File: src/verilog/nvac_pkg.sv
// ----------------------------------------------------------------
// Shared constants for the nonvolatile access block
// ----------------------------------------------------------------
package nvac_pkg;

    // Register page that holds the array and its control registers
    localparam logic [3:0] NV_PAGE = 4'h5;

    // Array geometry: 64 rows of two bytes
    localparam int ARRAY_BYTES = 128;
    localparam int ROW_W = 6;
    localparam int IDX_W = 7;
    localparam logic [7:0] ERASED_VAL = 8'h00;

    // Register offsets inside the page
    localparam logic [7:0] OFF_WIN_LAST = 8'h7F;
    localparam logic [7:0] OFF_BUF_LO = 8'h80;
    localparam logic [7:0] OFF_BUF_HI = 8'h81;
    localparam logic [7:0] OFF_ROW = 8'h82;
    localparam logic [7:0] OFF_CMD = 8'h83;
    localparam logic [7:0] OFF_CSUM_CMD = 8'h84;
    localparam logic [7:0] OFF_STATUS = 8'h85;
    localparam logic [7:0] OFF_CSUM_STAT = 8'h86;
    localparam logic [7:0] OFF_CSUM_VAL = 8'h87;

    // Field positions
    localparam int CMD_PROG_BIT = 0;
    localparam int CMD_ERASE_BIT = 1;
    localparam int CMD_W = 3;
    localparam int CSUM_START_BIT = 0;

    // Reset values
    localparam logic [7:0] RST_BYTE = 8'h00;
    localparam logic [7:0] CSUM_RST = 8'h01;

    // Checksum polynomial and seed
    localparam logic [7:0] CSUM_POLY = 8'h07;
    localparam logic [7:0] CSUM_SEED = 8'hFF;

    // Array timing, times in ns, counts at 125 MHz rounded up
    localparam int CLK_MHZ = 125;
    localparam int PROG_TIME_NS = 2000;
    localparam int ERASE_TIME_NS = 2000;
    localparam logic [15:0] PROG_CYC =
        16'((PROG_TIME_NS * CLK_MHZ + 999) / 1000);
    localparam logic [15:0] ERASE_CYC =
        16'((ERASE_TIME_NS * CLK_MHZ + 999) / 1000);

    // Array operation in flight
    typedef enum logic [1:0] {OP_IDLE, OP_PROG, OP_ERASE} nvac_op_t;

endpackage

File: src/verilog/nvac_csum.sv
`timescale 1ns/1ps
// ----------------------------------------------------------------
// Checksum engine: walks the array one byte per clock
// ----------------------------------------------------------------
module nvac_csum #(
    parameter int N = nvac_pkg::ARRAY_BYTES
) (
    input wire logic clk, // Device clock
    input wire logic nrst, // Synchronous reset, active low
    input wire logic start, // Begin a walk
    input wire logic [7:0] byte_in, // Array byte at idx_r
    input wire logic [7:0] last_byte, // Stored checksum byte
    output logic [nvac_pkg::IDX_W-1:0] idx_r, // Byte being read
    output logic busy_r, // Walk ongoing
    output logic done_r, // Walk finished, one cycle
    output logic good_r, // Stored matches calculated
    output logic [7:0] crc_r // Calculated checksum
);
    localparam logic [nvac_pkg::IDX_W-1:0] LAST_IDX =
        nvac_pkg::IDX_W'(N - 2);

    logic [7:0] acc_r;
    logic [7:0] acc_nxt;

    // One byte step of the checksum, msb first
    function automatic logic [7:0] csum_step(input logic [7:0] c,
                                             input logic [7:0] d);
        logic [7:0] x;
        x = c ^ d;
        for (int i = 0; i < 8; i++) begin
            x = x[7] ? ((x << 1) ^ nvac_pkg::CSUM_POLY) : (x << 1);
        end
        return x;
    endfunction

    assign acc_nxt = csum_step(acc_r, byte_in);

    // Walk over every byte but the last, then compare
    always_ff @(posedge clk) begin
        if (!nrst) begin
            idx_r <= '0;
            busy_r <= 1'b0;
            done_r <= 1'b0;
            good_r <= 1'b0;
            acc_r <= nvac_pkg::CSUM_SEED;
            crc_r <= nvac_pkg::CSUM_RST;
        end else if (start && !busy_r) begin
            idx_r <= '0;
            busy_r <= 1'b1;
            done_r <= 1'b0;
            acc_r <= nvac_pkg::CSUM_SEED;
        end else if (busy_r) begin
            acc_r <= acc_nxt;
            idx_r <= idx_r + 1'b1;
            if (idx_r == LAST_IDX) begin
                busy_r <= 1'b0;
                done_r <= 1'b1;
                crc_r <= acc_nxt;
                good_r <= acc_nxt == last_byte;
            end
        end else begin
            done_r <= 1'b0;
        end
    end
endmodule

File: src/verilog/nvac_top.sv
`timescale 1ns/1ps
// How it works
// - Page 5 offsets 0x00-0x7F read back the stored array bytes directly.
// - Offset 0x80 holds first write-buffer byte, read/write, resets zero.
// - Offset 0x81 holds second write-buffer byte, read/write, resets zero.
// - Offset 0x82 bits 5:0 select the row; bits 7:6 reserved.
// - Writing 1 to 0x83 bit 0 programs the buffer into selected row.
// - Writing 1 to 0x83 bit 1 with bit 0 clear erases the selected row.
// - Writing 1 to 0x84 bit 0 starts the array checksum.
// - Offset 0x85 bits 0,1,2 show read, erase, program busy.
// - Offset 0x86 bit 0 checksum busy, bit 1 checksum match.
// - Offset 0x87 reads the calculated 8-bit checksum.
module nvac_top #(
    parameter logic [15:0] PROG_CYC = nvac_pkg::PROG_CYC,
    parameter logic [15:0] ERASE_CYC = nvac_pkg::ERASE_CYC
) (
    input wire logic clk, // Device clock, 125 MHz
    input wire logic nrst, // Synchronous reset, active low
    input wire logic [3:0] rif_page, // Register page of access
    input wire logic [7:0] rif_offset, // Offset within page
    input wire logic rif_wr, // Write strobe, one cycle
    input wire logic rif_rd, // Read strobe, one cycle
    input wire logic [7:0] rif_wdata, // Write data
    output logic [7:0] rif_rdata_r, // Read data
    output logic rif_rvalid_r // Read data valid, one cycle
);
    // ----------------------------------------------------------------
    // Storage and state
    // ----------------------------------------------------------------
    logic [7:0] mem_r [nvac_pkg::ARRAY_BYTES];
    logic [7:0] buf_lo_r;
    logic [7:0] buf_hi_r;
    logic [nvac_pkg::ROW_W-1:0] row_r;
    logic [nvac_pkg::CMD_W-1:0] cmd_r;
    logic csum_cmd_r;
    logic rd_busy_r;
    nvac_pkg::nvac_op_t op_r;
    logic [15:0] op_cnt_r;
    logic [nvac_pkg::ROW_W-1:0] lat_row_r;
    logic [7:0] lat_lo_r;
    logic [7:0] lat_hi_r;

    // Checksum engine outputs
    logic [nvac_pkg::IDX_W-1:0] cs_idx;
    logic cs_busy;
    logic cs_done;
    logic cs_good;
    logic [7:0] cs_val;

    // ----------------------------------------------------------------
    // Access decode
    // ----------------------------------------------------------------
    wire page_hit = rif_page == nvac_pkg::NV_PAGE;
    wire wr_hit = rif_wr && page_hit;
    wire rd_hit = rif_rd && page_hit;
    wire in_win = rif_offset <= nvac_pkg::OFF_WIN_LAST;
    wire sel_lo = wr_hit && rif_offset == nvac_pkg::OFF_BUF_LO;
    wire sel_hi = wr_hit && rif_offset == nvac_pkg::OFF_BUF_HI;
    wire sel_row = wr_hit && rif_offset == nvac_pkg::OFF_ROW;
    wire sel_cmd = wr_hit && rif_offset == nvac_pkg::OFF_CMD;
    wire sel_csum = wr_hit && rif_offset == nvac_pkg::OFF_CSUM_CMD;

    // Commands are taken only while nothing is running
    wire idle = op_r == nvac_pkg::OP_IDLE && !cs_busy;
    wire wr_prog = rif_wdata[nvac_pkg::CMD_PROG_BIT];
    wire wr_erase = rif_wdata[nvac_pkg::CMD_ERASE_BIT];
    wire start_prog = sel_cmd && idle && wr_prog;
    wire start_erase = sel_cmd && idle && !wr_prog && wr_erase;
    wire start_csum = sel_csum && idle &&
        rif_wdata[nvac_pkg::CSUM_START_BIT];
    wire op_last = op_r != nvac_pkg::OP_IDLE && op_cnt_r == 16'h0000;
    wire prog_busy = op_r == nvac_pkg::OP_PROG;
    wire erase_busy = op_r == nvac_pkg::OP_ERASE;

    // ----------------------------------------------------------------
    // Software registers
    // ----------------------------------------------------------------
    // Write buffer and row select, writable at any time
    always_ff @(posedge clk) begin
        if (!nrst) begin
            buf_lo_r <= nvac_pkg::RST_BYTE;
            buf_hi_r <= nvac_pkg::RST_BYTE;
            row_r <= '0;
        end else begin
            if (sel_lo) buf_lo_r <= rif_wdata;
            if (sel_hi) buf_hi_r <= rif_wdata;
            if (sel_row) row_r <= rif_wdata[nvac_pkg::ROW_W-1:0];
        end
    end

    // Command bits stand until their operation ends
    always_ff @(posedge clk) begin
        if (!nrst) begin
            cmd_r <= '0;
            csum_cmd_r <= 1'b0;
        end else begin
            if (sel_cmd && idle) begin
                cmd_r <= rif_wdata[nvac_pkg::CMD_W-1:0];
            end else if (op_last) begin
                cmd_r[1:0] <= 2'h0;
            end
            if (sel_csum && idle) begin
                csum_cmd_r <= rif_wdata[nvac_pkg::CSUM_START_BIT];
            end else if (cs_done) begin
                csum_cmd_r <= 1'b0;
            end
        end
    end

    // ----------------------------------------------------------------
    // Program and erase sequencer
    // ----------------------------------------------------------------
    always_ff @(posedge clk) begin
        if (!nrst) begin
            op_r <= nvac_pkg::OP_IDLE;
            op_cnt_r <= 16'h0000;
        end else begin
            unique case (op_r)
                nvac_pkg::OP_IDLE: begin
                    if (start_prog) begin
                        op_r <= nvac_pkg::OP_PROG;
                        op_cnt_r <= PROG_CYC - 16'h0001;
                    end else if (start_erase) begin
                        op_r <= nvac_pkg::OP_ERASE;
                        op_cnt_r <= ERASE_CYC - 16'h0001;
                    end
                end
                nvac_pkg::OP_PROG, nvac_pkg::OP_ERASE: begin
                    if (op_cnt_r == 16'h0000) begin
                        op_r <= nvac_pkg::OP_IDLE;
                    end else begin
                        op_cnt_r <= op_cnt_r - 16'h0001;
                    end
                end
            endcase
        end
    end

    // Row and data captured at start so later writes cannot disturb
    always_ff @(posedge clk) begin
        if (!nrst) begin
            lat_row_r <= '0;
            lat_lo_r <= nvac_pkg::RST_BYTE;
            lat_hi_r <= nvac_pkg::RST_BYTE;
        end else if (start_prog || start_erase) begin
            lat_row_r <= row_r;
            lat_lo_r <= buf_lo_r;
            lat_hi_r <= buf_hi_r;
        end
    end

    // ----------------------------------------------------------------
    // Array cells
    // ----------------------------------------------------------------
    for (genvar g = 0; g < nvac_pkg::ARRAY_BYTES; g++) begin : g_cell
        localparam bit ODD = (g % 2) == 1;
        localparam logic [nvac_pkg::ROW_W-1:0] ROW =
            nvac_pkg::ROW_W'(g / 2);
        wire hit = op_last && lat_row_r == ROW;
        wire [7:0] pdat = ODD ? lat_hi_r : lat_lo_r;
        wire [7:0] wd = prog_busy ? pdat : nvac_pkg::ERASED_VAL;

        // A cell changes only when its row's operation completes
        always_ff @(posedge clk) begin
            if (!nrst) begin
                mem_r[g] <= nvac_pkg::RST_BYTE;
            end else if (hit) begin
                mem_r[g] <= wd;
            end
        end
    end

    // ----------------------------------------------------------------
    // Checksum engine
    // ----------------------------------------------------------------
    nvac_csum #(
        .N(nvac_pkg::ARRAY_BYTES)
    ) u_csum (
        .clk(clk),
        .nrst(nrst),
        .start(start_csum),
        .byte_in(mem_r[cs_idx]),
        .last_byte(mem_r[nvac_pkg::ARRAY_BYTES-1]),
        .idx_r(cs_idx),
        .busy_r(cs_busy),
        .done_r(cs_done),
        .good_r(cs_good),
        .crc_r(cs_val)
    );

    // ----------------------------------------------------------------
    // Read path
    // ----------------------------------------------------------------
    wire [7:0] stat_val = {5'h00, prog_busy, erase_busy, rd_busy_r};
    wire [7:0] cstat_val = {6'h00, cs_good, cs_busy};
    wire [7:0] reg_mux =
        rif_offset == nvac_pkg::OFF_BUF_LO ? buf_lo_r :
        rif_offset == nvac_pkg::OFF_BUF_HI ? buf_hi_r :
        rif_offset == nvac_pkg::OFF_ROW ? {2'h0, row_r} :
        rif_offset == nvac_pkg::OFF_CMD ? {5'h00, cmd_r} :
        rif_offset == nvac_pkg::OFF_CSUM_CMD ? {7'h00, csum_cmd_r} :
        rif_offset == nvac_pkg::OFF_STATUS ? stat_val :
        rif_offset == nvac_pkg::OFF_CSUM_STAT ? cstat_val :
        rif_offset == nvac_pkg::OFF_CSUM_VAL ? cs_val :
        8'h00;
    wire [7:0] win_val = mem_r[rif_offset[nvac_pkg::IDX_W-1:0]];
    wire [7:0] rd_mux = !page_hit ? 8'h00 :
        in_win ? win_val : reg_mux;

    // Read answer one cycle after the strobe
    always_ff @(posedge clk) begin
        if (!nrst) begin
            rif_rdata_r <= 8'h00;
            rif_rvalid_r <= 1'b0;
            rd_busy_r <= 1'b0;
        end else begin
            rif_rvalid_r <= rif_rd;
            if (rif_rd) rif_rdata_r <= rd_mux;
            rd_busy_r <= rd_hit && in_win;
        end
    end
endmodule

File: config.mk
export PLATFORM = sky130hd
export DESIGN_NAME = nvac_top
export DESIGN_NICKNAME = d
export VERILOG_FILES = /design/src/verilog/nvac_pkg.sv /design/src/verilog/nvac_csum.sv /design/src/verilog/nvac_top.sv
export SDC_FILE = /design/constraint.sdc
export NUM_CORES = 2
export LEC_CHECK = 0
export ABC_CLOCK_PERIOD_IN_PS = 7710
export BUFFER_PORTS_ARGS = -buffer_cell sky130_fd_sc_hd__buf_2
export CORE_AREA = 2 2 490 346
export CTS_BUF_LIST = sky130_fd_sc_hd__clkbuf_4
export DETAILED_ROUTE_END_ITERATION = 16
export DIE_AREA = 0 0 492 348
export GPL_TIMING_DRIVEN = 0
export PLACE_DENSITY = 0.46
export SLEW_MARGIN = 20
export SYNTH_ARGS = -nofsm -noshare
export SYNTH_HDL_FRONTEND = slang
export SYNTH_SLANG_ARGS = --single-unit
export TNS_END_PERCENT = 100
File: constraint.sdc
create_clock -name clk -period 7.71 [get_ports clk]
set_clock_uncertainty 0.1 [all_clocks]
set_input_delay 1.542 -clock clk [delete_from_list [all_inputs] [get_ports clk]]
set_output_delay 1.542 -clock clk [all_outputs]
set_load 0.02 [all_outputs]
# --- Yosys cells after proc, flatten, opt, wreduce, memory -nomap -nowiden ---
# Memory sizes are Yosys's and may differ from the RTL's. A register that Yosys moved wholly into a read port is not among the register bits.
# Index checks and enable logic that the tools add are counted.
totals:
  reg_bits: 102
  mem_bits_rw: 1024
  in_bits: 24
  out_inout_bits: 9
  wordCells: 697
  n_memories: 1
memory_table:
  columns: ["memory", "depth", "word_bits", "rd", "rd_ports_with_merged_regs", "wr", "line_no", "source"]
  rows:
  - ["mem_r", 128, 8, 3, 1, 128, "nvac_top.sv:30", "logic [7:0] mem_r [nvac_pkg::ARRAY_BYTES];"]
op_classes:
  addsub: 2
  order_cmp: 1
  eq_ne: 79
  mux: 358
  n_bitwise: 140
  reduce_logical: 96
ops:
  columns: ["operator", "count"]
  rows:
  - ["8-bit 2-to-1 mux", 140]
  - ["1-bit 2-to-1 mux", 198]
  - ["6-bit == test, second input constant", 32]
  - ["1-bit OR", 128]
  - ["6-bit by 5-bit == test with 1-bit output, second input constant", 16]
  - ["1-bit logical AND", 81]
  - ["8-bit == test, second input constant", 8]
  - ["6-bit by 4-bit == test with 1-bit output, second input constant", 8]
  - ["16-bit 2-to-1 mux", 3]
  - ["16-bit one-hot mux with 2 select lines", 1]
  - ["6-bit by 3-bit == test with 1-bit output, second input constant", 4]
  - ["3-bit 2-to-1 mux", 8]
  - ["3-bit inverter", 8]
  - ["16-bit logical NOT", 1]
  - ["16-bit by 1-bit subtractor with 16-bit output, second input constant", 1]
  - ["7-bit 2-to-1 mux", 2]
  - ["6-bit by 2-bit == test with 1-bit output, second input constant", 2]
  - ["2-bit 2-to-1 mux", 5]
  - ["8-bit == test", 1]
  - ["8-bit by 7-bit less-or-equal comparator with 1-bit output, second input constant", 1]
  - ["8-bit XOR", 1]
  - ["7-bit by 1-bit adder with 7-bit output, second input constant", 1]
  - ["7-bit == test, second input constant", 1]
  - ["6-bit by 1-bit == test with 1-bit output, second input constant", 1]
  - ["other kinds (16)", 24]

# --- Logic depth before layout (Yosys ltp) ---
logic_depth:
  depth_word: 18
  mapped_depth: 17
  ltp_nobuf: 11

# --- Cells and area by module ---
# From an unflattened synthesis, not the netlist that was laid out.
unflattened:
  cells_unflattened: 4054
  area_unflattened_um2: 57617.8
by_module_without_submodules:
  columns: ["module", "n_inst", "cells_per_inst", "area_per_inst_um2", "seq_area_each_um2"]
  rows:
  - ["nvac_top", 1, 3903, 56116.3, 32271.0]
  - ["nvac_csum", 1, 151, 1501.4, 520.5]

# --- Least setup slack after synthesis ---
# Ideal clock, no wire load.
synth_path:
  kind: "input to register"
  from: "input port rif_offset[0]"
  to: "register rif_rdata_r[3]"
  setup_time_ps: 128
  t_arrival_ps: 4449
  t_required_ps: 7482
  path_slack_ps: 3033
  cell_stages: 10
  n_path_buf: 3
  path_cell_list: "clkbuf_1 > clkbuf_1 > buf_1 > mux4_2 > mux4_2 > mux4_2 > mux2i_1 > o21ai_0 > a21oi_1 > nor2_1"
synth_via:
  elab_chain_cells: 11
  elab_cells_between_ends: 20
  classes_between: "order compare (1); eq/ne (8); mux (10); memory (1)"
synth_rtl:
  columns: ["element", "line_no", "source"]
  rows:
  - ["start, declared", "nvac_top.sv:20", "input wire logic [7:0] rif_offset,"]
  - ["8-bit == test", "nvac_top.sv:204", "rif_offset == nvac_pkg::OFF_CSUM_VAL ? cs_val :"]
  - ["8-bit 2-to-1 mux", "nvac_top.sv:204", null]
  - ["8-bit 2-to-1 mux", "nvac_top.sv:203", "rif_offset == nvac_pkg::OFF_CSUM_STAT ? cstat_val :"]
  - ["8-bit 2-to-1 mux", "nvac_top.sv:202", "rif_offset == nvac_pkg::OFF_STATUS ? stat_val :"]
  - ["8-bit 2-to-1 mux", "nvac_top.sv:201", "rif_offset == nvac_pkg::OFF_CSUM_CMD ? {7'h00, csum_cmd_r} :"]
  - ["8-bit 2-to-1 mux", "nvac_top.sv:200", "rif_offset == nvac_pkg::OFF_CMD ? {5'h00, cmd_r} :"]
  - ["8-bit 2-to-1 mux", "nvac_top.sv:199", "rif_offset == nvac_pkg::OFF_ROW ? {2'h0, row_r} :"]
  - ["8-bit 2-to-1 mux", "nvac_top.sv:198", "rif_offset == nvac_pkg::OFF_BUF_HI ? buf_hi_r :"]
  - ["8-bit 2-to-1 mux", "nvac_top.sv:197", "rif_offset == nvac_pkg::OFF_BUF_LO ? buf_lo_r :"]
  - ["8-bit 2-to-1 mux *", "nvac_top.sv:208", "in_win ? win_val : reg_mux;"]
  - ["8-bit 2-to-1 mux *", "nvac_top.sv:207", "wire [7:0] rd_mux = !page_hit ? 8'h00 :"]
  - ["end signal, assigned", "nvac_top.sv:218", "if (rif_rd) rif_rdata_r <= rd_mux;"]
  - ["end, declared", "nvac_top.sv:24", "output logic [7:0] rif_rdata_r,"]
# Mark *: on every way between the ends. The rest lies on a longest branch, timed or not.
# A chain may end at the register's enable or synchronous reset.

==> metrics.txt <==
status finished clean; max-cap violation count 0; Synth area leaders edfxtp_1 53%, mux4_2 21%, nor2_1 7.4%; post-synth top area share 52.9%; PD cells 212 nW/um^2; Die X 492 microns; clock sink count 1133; Max Freq 0.137 GHz; fill count 16.0k; Seq cells post-synth 1133; cell taking the most area after synthesis edfxtp_1; CP Max Fanout 10; Routed Antenna Nets 0; startpoint of the worst hold path rif_wdata[4]; Clock Pin Slew Worst Setup and Hold Paths 0.06 ns; hold path endpoint row_r[4]; CP Data Required Time 8.83 ns; Pins Over Slew Limit 0; initial core utilization 34.8%; vias in the first global route 43.5k; Final Hold Fails 0; DPL Wire Length 262000 microns; Core Area 167000 sq um; register area share after synthesis 56.7%; commonest cells in the netlist 1142 x nor2_1, 1024 x edfxtp_1, 530 x mux4_2; Synth-to-Final Area Change 16.4%; Final setup viols 0; CTS Hold Bufs 0; CTS tree yes; r2r endpoint u_csum.crc_r[7]; Reg2Reg Setup Slack 0.40 ns; Post-CTS Resized 0; Static Leak 21.0 nW; share of layout cells above drive strength 1 30.5%; post-synthesis cell type count 82; drt first pass iters 6; crit-path most repeated cell buf_2; most frequent cell after synthesis nor2_1; Synth Net Count 4201; Mapped Area 58100 sq um; Final Critical Period 7.31 ns; crit end category flip-flop; grt ovf 0; Die Y-Extent 348 microns; maximum vdd ir drop 117 uV; Via Count 47.5k; maximum buffer depth of the clock tree 4; slowest cell on the critical path buf_2; critical path arrival 8.43 ns; Min-Delay Path Class in -> reg; Port Buf Inserts 26; Avg Inst Size Synth 13.9 sq um; Reg2Reg Depth 14; crit start category flip-flop; Slew @ Worst Pin 1.40 ns; final wirelength 353000 microns; global-route wire length before repair 449000 microns; cell count of the worst hold path 3; die footprint 171000 sq um; clk root buf clkbuf_4; DR DRC count 0; WL/cell 49.7 microns; Num CTS Buffers 318; Tcrit/Tclk final 94.8%; ys flop type edfxtp_1; synthesis warning total 0; Total GRT Usage 40.7%; Post-synth EDFFs 1024; worst-path cell chain buf_4, buf_2, buf_2, buf_2, mux4_2, mux2i_1, mux2i_1, a32oi_1, nand4_1, o21ai_1, xor2_1, xnor2_1, xnor2_1, a211oi_1; io pins 33; routability cong. 1.11; Starting DRT DRC Count 9320; peak per-stage delay on the critical path 0.85 ns; post-CTS setup repair buffer count 0; Gate Count Post-Synth 4171; Vias/cell 6.69; htree depth 5; RSZ-0062 raised after global routing no; Final nets 4666; critical path class reg -> reg; antenna violations before repair 63; post-layout util 40.5%; Rows 126; ys async rst share 0%; setup TNS 0 ns; largest net degree at the start of global routing 17; Slew HR 5.51%; Clock Latency Late Sink 1.41 ns
-- cell families after synthesis --
kind of cell | synth area share (%)
flops | 56.7
xor+xnor | 0.816
mux | 24.7
compound gates | 3.44
buf+inv | 3.33
simple gates | 10.9
fa+ha+maj | 0.129
-- cell type report --
class,instances,area (sq um),share of cell area [%]
clock inverters,68,300,0.444
plain buffers,385,1960,2.89
multi-input cells,2633,23800,35.2
inverters,20,76.3,0.113
well taps,2240,2800,4.14
repair buffers,145,2320,3.44
flip-flops and latches,1133,32900,48.7
clock buffers,446,3350,4.95
diodes,31,77.6,0.115
-- per-stage QoR --
stage	power, mW	instance area [sq um]	instances	setup slack [ns]	hold slack (ns)
after floorplan	7.92	58100	4171	3.03	0.329
final	14.3	67600	7101	0.403	0.326
after CTS	14.2	67500	7070	0.746	0.229
after detailed placement	8.77	63900	6556	0.792	0.347
after global placement	8.66	61000	6437	0.227	0.344
after global routing	14.6	67600	7080	0.583	0.282
-- critical path, delay by kind of cell (launching register included) --
family / cells / cell delay, ns
buffers and inverters: 4 / 2.74
AO/OA/AOI/OAI: 3 / 1.33
multiplexers: 3 / 1.21
XOR/XNOR: 3 / 0.96
flip-flops: 1 / 0.52
AND/OR/NAND/NOR: 1 / 0.20
-- layer usage --
layer	global-route usage [%]	vias to the layer above	part of all wire [%]
met5	1.20	-	0.13
met4	17.1	48	4.8
met3	21.5	872	17
met2	52.1	4398	38
met1	56.3	25100	40
li1	-	17100	-
-- how the worst max path moves through the flow --
| stage | cells after the start | endpoint | slack (ns) | startpoint |
|---|---|---|---|---|
| after floorplan | 10 | rif_rdata_r[3] | 3.03 | rif_offset[0] |
| after global placement | 10 | rif_rdata_r[1] | 0.23 | rif_offset[0] |
| after detailed placement | 14 | u_csum.crc_r[7] | 0.79 | flip-flop |
| after CTS | 14 | u_csum.good_r | 0.75 | flip-flop |
| after global routing | 14 | u_csum.crc_r[7] | 0.58 | flip-flop |
| final | 14 | u_csum.crc_r[7] | 0.40 | flip-flop |
-- report_power, final --
group / switching (mW) / internal [mW] / leakage (nW)
registers: 0.192 / 6.97 / 10.6
logic: 0.976 / 0.607 / 8.12
clock network: 2.91 / 2.68 / 2.22
-- layout by cell type, fill, tap and decap left out, drive strengths merged, types with 6 or more instances in the layout --
master	count
mux4	563
inv	24
o22ai	13
o211ai	13
xor2	17
or2	6
mux2	36
a22oi	23
nand2b	17
a311oi	7
a21oi	69
diode	31
nand3b	7
nor2	1142
edfxtp	1024
a22o	8
and3	13
xnor2	23
dfxtp	109
ha	6
a31oi	12
nand4	10
nand3	36
clkbuf	708
a211oi	13
o21ai	96
mux2i	115
nor2b	25
buf	268
and2	15
clkinv	63
a32oi	7
nor3	25
nor4	21
a221oi	12
nand2	226
a2111oi	7
-- sequential cells by signal, summed over array words and instances (netlist names), named ones only --
signal and count:
u_csum.idx_r 7, rif_rdata_r 8, buf_lo_r 8, mem_r 1024, buf_hi_r 8, op_r 2, u_csum.acc_r 8, cmd_r 3
op_cnt_r 16, row_r 6, csum_cmd_r 1, u_csum.busy_r 1, u_csum.crc_r 8, lat_row_r 6, rif_rvalid_r 1, u_csum.good_r 1
rd_busy_r 1, u_csum.done_r 1, g_cell.pdat 16
No activity file was read; power rests on OpenSTA's default activity.
